<file path="config.mk">
export PLATFORM = sky130hd
export DESIGN_NAME = fpr_host
export DESIGN_NICKNAME = d
export VERILOG_FILES = /design/src/rtl/fpr_pkg.sv /design/src/rtl/fpr_host.sv
export SDC_FILE = /design/constraint.sdc
export NUM_CORES = 1
export LEC_CHECK = 0
export CAP_MARGIN = 15
export CORE_UTILIZATION = 40
export CTS_CLUSTER_DIAMETER = 100
export CTS_CLUSTER_SIZE = 8
export DETAILED_ROUTE_END_ITERATION = 8
export DONT_BUFFER_PORTS = 1
export SYNTH_ARGS = -nofsm -noshare
export SYNTH_HDL_FRONTEND = slang
export SYNTH_SLANG_ARGS = --single-unit
</file>
<file path="constraint.sdc">
create_clock -name core_clk -period 4.28 [get_ports core_clk]
set_input_delay 0 -clock core_clk [delete_from_list [all_inputs] [get_ports core_clk]]
set_output_delay 0 -clock core_clk [all_outputs]
set_load 0.02 [all_outputs]
</file>
<file path="src/rtl/fpr_pkg.sv">
package fpr_pkg;

  localparam int unsigned CLK_MHZ = 25;
  localparam int unsigned CLK_PERIOD_NS = 40;

  // Supply setup to first access, in microseconds.
  localparam int unsigned CORE_SUPPLY_SETUP_US = 300;
  localparam int unsigned IO_SUPPLY_SETUP_US = 300;
  // Reset low to select low, in microseconds.
  localparam int unsigned RESET_TO_SELECT_US = 35;
  // Reset pulse width, reset high gap and select high pulse, in nanoseconds.
  localparam int unsigned RESET_PULSE_NS = 200;
  localparam int unsigned RESET_HIGH_GAP_NS = 50;
  localparam int unsigned SELECT_HIGH_NS = 20;

  localparam int unsigned SUPPLY_US_MAX = (CORE_SUPPLY_SETUP_US > IO_SUPPLY_SETUP_US) ?
                                          CORE_SUPPLY_SETUP_US : IO_SUPPLY_SETUP_US;
  localparam int unsigned SUPPLY_CYC = SUPPLY_US_MAX * CLK_MHZ;
  localparam int unsigned RESET_TO_SELECT_CYC = RESET_TO_SELECT_US * CLK_MHZ;
  localparam int unsigned RESET_PULSE_CYC = (RESET_PULSE_NS + CLK_PERIOD_NS - 1) / CLK_PERIOD_NS;
  localparam int unsigned RESET_HIGH_GAP_CYC =
    (RESET_HIGH_GAP_NS + CLK_PERIOD_NS - 1) / CLK_PERIOD_NS;
  localparam int unsigned SELECT_HIGH_CYC = (SELECT_HIGH_NS + CLK_PERIOD_NS - 1) / CLK_PERIOD_NS;

  localparam int unsigned CNT_W = 18;

  typedef enum logic [2:0] {
    FPR_POWER_WAIT = 3'h0,
    FPR_RESET_LOW  = 3'h1,
    FPR_RESET_GAP  = 3'h2,
    FPR_READY      = 3'h3,
    FPR_ACCESS     = 3'h4,
    FPR_SEL_HIGH   = 3'h5
  } fpr_state_t;

  typedef struct packed {
    logic reset_n;
    logic select_n;
  } fpr_pins_t;

endpackage : fpr_pkg

</file>
<file path="src/rtl/fpr_host.sv">
`timescale 1ns/1ps
// How it works
// First access waits 300 us after supplies reach their operating level.
// After reset falls, select stays high at least 35 us.
// Reset stays high at least 50 ns before select falls.
// Select high between accesses lasts at least 20 ns.
// Reset pulse plus high gap together cover the 35 us interval.
// Reset during power-up still meets 200 ns pulse and 35 us interval.
// Reset held past supply setup measures 35 us from its end.
// Device starts configuration loading on power-up; host just waits.
// Device ignores controls during cold reset; host keeps select high.
// Each access after cold reset begins with a select falling edge.
// Device enters hardware reset or standby by reset level at cold end.
// Reset before cold reset ends makes the device rerun cold reset; the flash model ignores reset until the cold load ends.
// Reset after standby starts the device warm reset algorithm.
// Warm reset aborts embedded algorithms without reloading them.
// Device stays in reset while reset low, else goes to standby.
// Incomplete power-on reset makes a later reset rerun cold reset.
// Device drives ready/busy low during cold or warm reset.
// Device begins hardware reset when reset pin goes low.
// After the reset interval the device sits in standby until access.
// Sequencer uses explicit states and counters against set durations.
module fpr_host
  import fpr_pkg::*;
#(
  parameter int unsigned SUPPLY_CYCLES = SUPPLY_CYC,
  parameter int unsigned RESET_SELECT_CYCLES = RESET_TO_SELECT_CYC
)
(
  input wire logic core_clk, // System clock, 25 MHz.
  input wire logic sys_rst, // Asynchronous reset, active high.
  input wire logic power_good, // Both supplies at minimum operating level.
  input wire logic reset_req, // Pulse: request a warm reset of the flash.
  input wire logic access_req, // Level: user wants the select low.
  input wire logic ready_busy_out, // Flash ready/busy pin, low while busy.
  output fpr_pins_t pins, // Reset and select strobes to the flash.
  output logic access_ready, // Select may go low now.
  output logic access_active, // Select is low.
  output logic flash_busy // Synchronised busy indication.
);

  fpr_state_t state_q, state_d;
  logic [CNT_W-1:0] cnt_q, cnt_d;
  logic [CNT_W-1:0] rst_cnt_q, rst_cnt_d;
  logic rst_pend_q, rst_pend_d;
  logic pg_s1_q, pg_s2_q, rb_s1_q, rb_s2_q;
  fpr_pins_t pins_q, pins_d;

  always_ff @(posedge core_clk or posedge sys_rst)
  begin
    if (sys_rst)
    begin
      pg_s1_q <= 1'b0;
      pg_s2_q <= 1'b0;
      rb_s1_q <= 1'b0;
      rb_s2_q <= 1'b0;
    end
    else
    begin
      pg_s1_q <= power_good;
      pg_s2_q <= pg_s1_q;
      rb_s1_q <= ready_busy_out;
      rb_s2_q <= rb_s1_q;
    end
  end

  always_comb
  begin
    state_d = state_q;
    cnt_d = cnt_q;
    rst_cnt_d = rst_cnt_q;
    pins_d = pins_q;
    rst_pend_d = rst_pend_q | reset_req;
    if (rst_cnt_q != '0)
    begin
      rst_cnt_d = rst_cnt_q - 1'b1;
    end
    case (state_q)
      FPR_POWER_WAIT:
      begin
        // Select held high through cold reset.
        pins_d.select_n = 1'b1;
        if (!pg_s2_q)
        begin
          cnt_d = '0;
        end
        // Supply setup before first access.
        else if (cnt_q < CNT_W'(SUPPLY_CYCLES))
        begin
          cnt_d = cnt_q + 1'b1;
        end
        else if (rst_pend_q || !pins_q.reset_n)
        begin
          // Reset interval counted from the end of supply setup.
          pins_d.reset_n = 1'b0;
          // A request arriving in the launch cycle stays pending, so it is never lost.
          rst_pend_d = reset_req;
          rst_cnt_d = CNT_W'(RESET_SELECT_CYCLES);
          cnt_d = '0;
          state_d = FPR_RESET_LOW;
        end
        else
        begin
          cnt_d = '0;
          state_d = FPR_RESET_GAP;
        end
      end
      FPR_RESET_LOW:
      begin
        cnt_d = cnt_q + 1'b1;
        // Pulse width and full interval both satisfied.
        // Low time plus gap covers the reset-to-select interval.
        if (cnt_q >= CNT_W'(RESET_PULSE_CYC - 1) &&
            rst_cnt_q <= CNT_W'(RESET_HIGH_GAP_CYC + 1))
        begin
          pins_d.reset_n = 1'b1;
          cnt_d = '0;
          state_d = FPR_RESET_GAP;
        end
      end
      FPR_RESET_GAP:
      begin
        cnt_d = cnt_q + 1'b1;
        // Reset high gap before select falls.
        // Select stays high for the reset-to-select interval.
        if (cnt_q >= CNT_W'(RESET_HIGH_GAP_CYC - 1) && rst_cnt_q == '0)
        begin
          cnt_d = '0;
          state_d = FPR_READY;
        end
      end
      FPR_READY:
      begin
        if (rst_pend_q)
        begin
          // Driving reset low starts a device hardware reset.
          pins_d.reset_n = 1'b0;
          rst_pend_d = reset_req;
          rst_cnt_d = CNT_W'(RESET_SELECT_CYCLES);
          cnt_d = '0;
          state_d = FPR_RESET_LOW;
        end
        else if (access_req && rb_s2_q)
        begin
          // Every access starts with a falling select edge.
          pins_d.select_n = 1'b0;
          state_d = FPR_ACCESS;
        end
      end
      FPR_ACCESS:
      begin
        if (!access_req || rst_pend_q)
        begin
          pins_d.select_n = 1'b1;
          cnt_d = '0;
          state_d = FPR_SEL_HIGH;
        end
      end
      FPR_SEL_HIGH:
      begin
        cnt_d = cnt_q + 1'b1;
        // Minimum select high pulse.
        if (cnt_q >= CNT_W'(SELECT_HIGH_CYC - 1))
        begin
          cnt_d = '0;
          state_d = FPR_READY;
        end
      end
      default:
      begin
        state_d = FPR_POWER_WAIT;
        pins_d = '{reset_n: 1'b1, select_n: 1'b1};
      end
    endcase
  end

  // Explicit sequencer state with duration counters.
  always_ff @(posedge core_clk or posedge sys_rst)
  begin
    if (sys_rst)
    begin
      state_q <= FPR_POWER_WAIT;
      cnt_q <= '0;
      rst_cnt_q <= '0;
      rst_pend_q <= 1'b0;
      pins_q <= '{reset_n: 1'b1, select_n: 1'b1};
    end
    else
    begin
      state_q <= state_d;
      cnt_q <= cnt_d;
      rst_cnt_q <= rst_cnt_d;
      rst_pend_q <= rst_pend_d;
      pins_q <= pins_d;
    end
  end

  assign pins = pins_q;
  assign access_ready = (state_q == FPR_READY) && !rst_pend_q && rb_s2_q;
  assign access_active = !pins_q.select_n;
  // Device busy seen through the synchronised ready/busy pin.
  assign flash_busy = !rb_s2_q;

  // Reset must have been high for the gap when select falls.
  a_reset_gap_select: assert property (@(posedge core_clk) disable iff (sys_rst)
    $fell(pins_q.select_n) |-> $past(pins_q.reset_n, 1) && $past(pins_q.reset_n, 2))
    else $error("Select fell without reset high gap.");

  // Reset low pulse lasts at least its minimum.
  a_reset_pulse_min: assert property (@(posedge core_clk) disable iff (sys_rst)
    $fell(pins_q.reset_n) |=> !pins_q.reset_n [*4])
    else $error("Reset pulse too short.");

  // Select high pulse lasts at least two cycles.
  a_select_high_min: assert property (@(posedge core_clk) disable iff (sys_rst)
    $rose(pins_q.select_n) |=> pins_q.select_n)
    else $error("Select high pulse too short.");

  // Select stays high while the reset interval runs.
  a_select_hold_reset: assert property (@(posedge core_clk) disable iff (sys_rst)
    (rst_cnt_q != '0) |-> pins_q.select_n)
    else $error("Select low during reset interval.");

  // Select stays high until the supply setup has elapsed.
  a_supply_wait: assert property (@(posedge core_clk) disable iff (sys_rst)
    (state_q == FPR_POWER_WAIT) |-> pins_q.select_n)
    else $error("Select low before supply setup.");

  // A pending reset in ready drives reset low next cycle.
  a_reset_launch: assert property (@(posedge core_clk) disable iff (sys_rst)
    (state_q == FPR_READY && rst_pend_q) |=> !pins_q.reset_n && state_q == FPR_RESET_LOW)
    else $error("Reset request not launched.");

  // Reset low time ends only near the end of the interval.
  a_reset_release: assert property (@(posedge core_clk) disable iff (sys_rst)
    $rose(pins_q.reset_n) |-> $past(rst_cnt_q) <= CNT_W'(RESET_HIGH_GAP_CYC + 1))
    else $error("Reset released too early.");

  // Select falls only from the ready state.
  a_select_from_ready: assert property (@(posedge core_clk) disable iff (sys_rst)
    $fell(pins_q.select_n) |-> $past(state_q) == FPR_READY && state_q == FPR_ACCESS)
    else $error("Select fell outside ready.");

endmodule : fpr_host

</file>
; After elaboration in Yosys (flattened, before gate mapping)
; Cells that the tools add are included.
; Widths: inputs -> output; s select.
[totals]
romBits = 0
regBits = 46
latchBits = 0
elab_cells = 97
ram_bits = 0
n_memories = 0
out_inout_bits = 5
[op_classes]
mul = 0
muxes = 39
addsub = 2
n_shift = 0
magnitude_cmp = 5
reduce_logical = 22
div_mod_pow = 0
n_eq_ne = 16
bitwise_logic = 3
[ops]
columns = op, n
row1 = $mux 18, 12
row2 = $pmux 18 s6, 1
row3 = $ge 18x1->1 const B, 2
row4 = $pmux 18 s2, 1
row5 = $mux 3, 8
row6 = $ne 2x2->1 const B, 10
row7 = $add 18x1->18 const B, 1
row8 = $ge 18x3->1 const B, 1
row9 = $le 18x2->1 const B, 1
row10 = $logic_not 18->1, 1
row11 = $lt 18x13->1 const B, 1
row12 = $pmux 3 s6, 1
row13 = $reduce_bool 18->1, 1
row14 = $sub 18x1->18 const B, 1
row15 = $mux 1, 12
row16 = $reduce_and 7->1, 1
row17 = $eq 3x2->1 const B, 2
row18 = $eq 3x3->1 const B, 2
row19 = $reduce_and 6->1, 1
row20 = $reduce_bool 6->1, 1
row21 = $reduce_or 3->1, 2
row22 = $logic_and 1x1->1, 5
row23 = $logic_not 1->1, 5
row24 = $pmux 1 s4, 1
row25 = 11 further kinds, 13

; Logic depth before layout (Yosys ltp)
[depth]
ltp_word = 6
depth_mapped = 8
mapped_depth_nobuf = 7

; Worst setup path before layout
; Ideal clock, no wire load.
[synth_timing]
kind = register -> register
from = register rst_cnt_q[2]
to = register cnt_q[12]
path_stages_with_launch = 9
setup_slack_ps = 1859
setup_ps = 133
synth_period_minus_slack_ps = 2421
t_arrival_ps = 2288
path_cell_list = dfrtp_1 > or4_4 > or4_1 > buf_6 > nor3_4 > a21boi_2 > buf_6 > o211ai_1 > o211ai_1
[synth_between]
elab_chain_cells = 4
word_cells_on_any_way = 7
cone_classes = 1 x order compare / 3 x mux / 3 x reduce/logical
[synth_rtl]
columns = item, line
row1 = start: declaration, fpr_host.sv:44  ; logic [CNT_W-1:0] rst_cnt_q, rst_cnt_d;
row2 = start signal: assignment, fpr_host.sv:192  ; rst_cnt_q <= rst_cnt_d;
row3 = $le 18x2->1 or $logic_not 18->1 (tied branches), "fpr_host.sv:114, fpr_host.sv:126"
row4 = "$logic_and 1x1->1, on equally long branches", "fpr_host.sv:113, fpr_host.sv:126"
row5 = "$mux 18, on equally long branches", "fpr_host.sv:113, fpr_host.sv:126"
row6 = $pmux 18 s6 *, fpr_host.sv:78  ; case (state_q)
row7 = end signal: assignment, fpr_host.sv:191  ; cnt_q <= cnt_d;
row8 = end: declaration, fpr_host.sv:43  ; logic [CNT_W-1:0] cnt_q, cnt_d;
; Every way passes the cells marked *; elsewhere a longest branch is shown, timed or not.
; A chain may end at the register's enable or synchronous reset.

; Worst setup path after layout
[layout_timing]
from = register rst_cnt_q[2]
to = register cnt_q[4]
; The elaborated chain is that of the path after synthesis.

==> qor.txt <==
CLOCK NETWORK
-----------------------------------------------------------------------------------------
H-tree depth ...............................................................            2
Insertion delay to the later sink of the worst-skew pair ...................       300 ps
CTS tree ...................................................................        built
CTS max path bufs ..........................................................            2
Number of buffers created by CTS ...........................................            5
Clock-pin transition on the worst setup and hold timing paths ..............        90 ps
Root buffer selected by CTS ................................................ sky130_fd_sc_hd__clkbuf_8
Clock sink count ...........................................................           46
Post-CTS Setup Inserts .....................................................            0

ROUTING
-----------------------------------------------------------------------------------------
Post-route DRC .............................................................            0
Initial detailed-routing violation count ...................................          134
Iteration count of the initial detailed-routing pass .......................            4
Drt wl/cell ................................................................ 14.2 microns
Detail Route Antenna Nets ..................................................            0
Routed wire length ......................................................... 5990 microns
Average via count per standard cell ........................................         5.39
Routed vias ................................................................         2278

RUN STATUS
-----------------------------------------------------------------------------------------
Status ..................................................................... finished clean

YOSYS
-----------------------------------------------------------------------------------------
Compound-cell area share of the yosys netlist ..............................        0.153
Proportion of register bits with asynchronous set or reset after synthesis .         1.00
Flip-flop and latch count after synthesis ..................................           46
Number of flops mapped to enable cells by yosys ............................            0
Prevailing post-synth register cell ........................................ sky130_fd_sc_hd__dfrtp_1
Unique masters post-synth ..................................................           52
Sequential fraction of the synthesis area ..................................        0.410
Average size of a mapped cell ..............................................   8.44 sq um
Adder and majority cell fraction of the synthesized area ...................       0.0223
Gate Count Post-Synth ......................................................          333
Simple-gate share of the synthesized area ..................................        0.302
Mux share of post-synthesis cell area ......................................       0.0182
Cell Area, Synth ........................................................... 0.00281 sq mm
Number of nets in the synthesized netlist ..................................          344
Xor and xnor area share after synthesis ....................................       0.0467
Combinational family with the most area after synthesis .................... simple AND/OR/NAND/NOR gates
Number of warning messages in the yosys log ................................            0

POWER
-----------------------------------------------------------------------------------------
Share of total power in the clock network ..................................        0.200
Static Leakage .............................................................      1.16 nW
Portion of total power attributed to combinational logic ...................        0.362
Register share of total power ..............................................        0.438
Net Sw Frac ................................................................        0.417
Peak supply drop ...........................................................       261 uV
Power density cells ........................................................  465 mW/mm^2
Internal ...................................................................       806 uW
Total net switching power ..................................................       576 uW

GRT
-----------------------------------------------------------------------------------------
Met1 track demand over resource in global routing ..........................        0.245
Number of global-route vias before repair ..................................         2145
Wire length of the first global-routing pass ............................... 10400 microns
Number of antenna violations at the first check in global routing ..........            0
Gr ovfl total ..............................................................            0
Largest net degree at the start of global routing ..........................           47
Tot GR Track Use ...........................................................        0.177
Met2 track demand over resource ............................................        0.281
Global-route met3 utilization ..............................................       0.0279
Layer with the highest usage ...............................................         met2

FLOORPLANNING
-----------------------------------------------------------------------------------------
Die Width .................................................................. 85.8 microns
Effective utilization at floorplan .........................................        0.414
Area of the die ............................................................ 0.00737 sq mm
Floorplan Core Area ........................................................ 0.00679 sq mm
# rows .....................................................................           30
I/O Pins ...................................................................           11
Chip height ................................................................ 85.8 microns

PLACEMENT
-----------------------------------------------------------------------------------------
Number of port buffers .....................................................            0
Routability congestion estimate from global placement ......................        0.836
Estimated wirelength of the detail-placed design ........................... 4040 microns
Placed instance count ......................................................          411

FINISH
-----------------------------------------------------------------------------------------
Sequential standard cell area .............................................. 0.00115 sq mm
Antenna fix cells ..........................................................            0
Final net count ............................................................          337
Total area of multi-input combinational cells .............................. 0.00152 sq mm
Layout fillers .............................................................          688
Layout cell share with drive strength beyond 1 .............................       0.0703
Layout overhead on the synthesized area ....................................        5.61%
Finished Layout Cells ......................................................          423

TIMING
-----------------------------------------------------------------------------------------
Relative max-transition margin .............................................        0.355
Hold violation total from the final report .................................            0
Final-report setup violation count .........................................            0
Final critical-path required period ........................................      3060 ps
Final Max Slew Viols .......................................................            0
Sum Neg Setup Slack ........................................................         0 ps
Fmax achieved ..............................................................      326 MHz
RSZ-0062 raised after global routing .......................................           no
Worst clock skew ...........................................................      6.33 ps
Final worst path period share ..............................................        0.716
Transition time at the pin with the least slew margin ......................       967 ps

CRITICAL PATH
-----------------------------------------------------------------------------------------
Crit path kind .............................................................      reg2reg
Startpoint of the worst-slack reg-to-reg timing path ....................... rst_cnt_q[2]$_DFF_PP0_
Cell with the biggest individual delay on the critical path ................ sky130_fd_sc_hd__or4_1
Kind of launch point of the worst setup path ...............................         flop
Top fanout value on the critical path ......................................           13
Kind of cell with the highest combined delay on the critical path .......... simple AND/OR/NAND/NOR gates
Crit path from ............................................................. rst_cnt_q[2]$_DFF_PP0_
Crit path cell chain ....................................................... or4_4 > or4_1 > nor3_4 > a21boi_2 > nor2_2 > o211ai_1
Critical path data required time ...........................................      4440 ps
Signal arrival time at the worst endpoint ..................................      3230 ps
Number of buffer and inverter stages on the critical path ..................            0
Worst-case register-to-register setup slack ................................      1220 ps
Slowest cell delay on critical path ........................................       630 ps
Sort of element at the end of the critical path ............................         flop

MIN PATH
-----------------------------------------------------------------------------------------
Startpoint of the tightest hold check path .................................   access_req
Hold WC Path Type ..........................................................       in2reg

JOB
-----------------------------------------------------------------------------------------
Number of max-cap violations ...............................................            0

[Yosys cell counts, types with 2 or more instances]
cell	count	share of area
sky130_fd_sc_hd__nand2_1	51	0.068
sky130_fd_sc_hd__dfrtp_1	44	0.39
sky130_fd_sc_hd__nor2_1	36	0.048
sky130_fd_sc_hd__nor4_1	16	0.036
sky130_fd_sc_hd__clkbuf_1	15	0.020
sky130_fd_sc_hd__nor3_1	15	0.027
sky130_fd_sc_hd__nand3_1	14	0.025
sky130_fd_sc_hd__o211ai_1	13	0.035
sky130_fd_sc_hd__a21oi_1	10	0.018
sky130_fd_sc_hd__xnor2_1	10	0.031
sky130_fd_sc_hd__inv_1	9	0.012
sky130_fd_sc_hd__o21ai_0	9	0.016
sky130_fd_sc_hd__o21ai_1	8	0.014
sky130_fd_sc_hd__ha_1	5	0.022
sky130_fd_sc_hd__o22ai_1	5	0.011
sky130_fd_sc_hd__or3_1	5	0.011
sky130_fd_sc_hd__xor2_1	5	0.016
sky130_fd_sc_hd__and2_1	4	0.0089
sky130_fd_sc_hd__buf_6	4	0.016
sky130_fd_sc_hd__mux2i_1	4	0.014
sky130_fd_sc_hd__nor2b_1	4	0.0089
sky130_fd_sc_hd__and3_1	3	0.0067
sky130_fd_sc_hd__nand2b_1	3	0.0067
sky130_fd_sc_hd__nor3b_1	3	0.0080
sky130_fd_sc_hd__or2_2	3	0.0067
sky130_fd_sc_hd__or4_1	3	0.0080
sky130_fd_sc_hd__a211oi_2	2	0.0089
sky130_fd_sc_hd__dfstp_2	2	0.019
sky130_fd_sc_hd__nand3b_1	2	0.0053
sky130_fd_sc_hd__nand4_1	2	0.0044
sky130_fd_sc_hd__nand4b_1	2	0.0062
sky130_fd_sc_hd__o31ai_1	2	0.0053
[registers in the layout (all words and copies together), names as in the netlist]
signal,flops
cnt_q,18
pg_s1_q,1
pg_s2_q,1
pins,2
rb_s1_q,1
rb_s2_q,1
rst_cnt_q,18
rst_pend_q,1
state_q,3
[cell families after synthesis]
family | after synthesis
multiplexers | 5
AND/OR/NAND/NOR | 171
buffers and inverters | 28
flip-flops | 46
adder cells (fa/ha/maj) | 5
AO/OA/AOI/OAI | 63
XOR/XNOR | 15
[cell type report]
class | count | share of cell area
flip-flops and latches | 46 | 0.389
repair buffers | 5 | 0.0160
clock inverters | 1 | 0.00169
inverters | 9 | 0.0114
clock buffers | 7 | 0.0291
well taps | 96 | 0.0405
multi-input cells | 259 | 0.513
[worst reg2reg max path: stages, from the launching register on]
cell	delay, ps
sky130_fd_sc_hd__dfrtp_1	440
sky130_fd_sc_hd__or4_4	580
sky130_fd_sc_hd__or4_1	630
sky130_fd_sc_hd__nor3_4	370
sky130_fd_sc_hd__a21boi_2	240
sky130_fd_sc_hd__nor2_2	500
sky130_fd_sc_hd__o211ai_1	180
[per-layer routing]
layer	wire, microns	up-vias
met4	42	0
met1	3020	1078
li1	-	1168
met5	0	-
met3	154	2
met2	2780	30
[cells in the final DEF, fill, tap and decap left out, types with 9 or more instances in the layout]
master                      n
sky130_fd_sc_hd__a21oi_1   10
sky130_fd_sc_hd__dfrtp_1   44
sky130_fd_sc_hd__nand2_1   51
sky130_fd_sc_hd__nand3_1   14
sky130_fd_sc_hd__nor2_1    36
sky130_fd_sc_hd__nor3_1    15
sky130_fd_sc_hd__nor4_1    16
sky130_fd_sc_hd__o211ai_1  13
sky130_fd_sc_hd__o21ai_0    9
sky130_fd_sc_hd__xnor2_1   10
[timing repair]
item | in CTS | in global routing
endpoints found under the setup margin | 0 | 0
hold endpoints to repair | 47 | 0
resized for setup | 0 | 0
hold buffers | 4 | 0
[final timing paths]
kind,to,cells past startpoint
setup / recovery,cnt_q[4]$_DFFE_PP0P_,6
hold / removal,state_q[2]$_DFFE_PP0P_,2
setup reg to reg,cnt_q[4]$_DFFE_PP0P_,6
hold reg to reg,pg_s2_q$_DFF_PP0_,0
max in group asynchronous,state_q[1]$_DFFE_PP0P_,2
min in group asynchronous,rst_cnt_q[11]$_DFF_PP0_,2
[stage by stage]
stage	utilization	power [mW]	area, sq um	worst slack, ps	hold WS [ps]
floorplan	-	1.02	2810	1860	31.4
global placement	0.418	1.10	2840	1280	31.5
detailed placement	0.418	1.11	2840	1180	31.5
CTS	0.437	1.40	2970	1170	107
global route	0.437	1.49	2970	1020	133
finish	0.437	1.38	2970	1220	117
[power groups by stage]
stage | sequential [mW] | clock (mW) | combinational (mW)
global route | 0.622 | 0.304 | 0.564
detailed placement | 0.615 | 0 | 0.498
global placement | 0.611 | 0 | 0.489
floorplan | 0.562 | 0 | 0.459
finish | 0.606 | 0.276 | 0.500
CTS | 0.605 | 0.288 | 0.505
No activity file was read; power rests on OpenSTA's default activity.
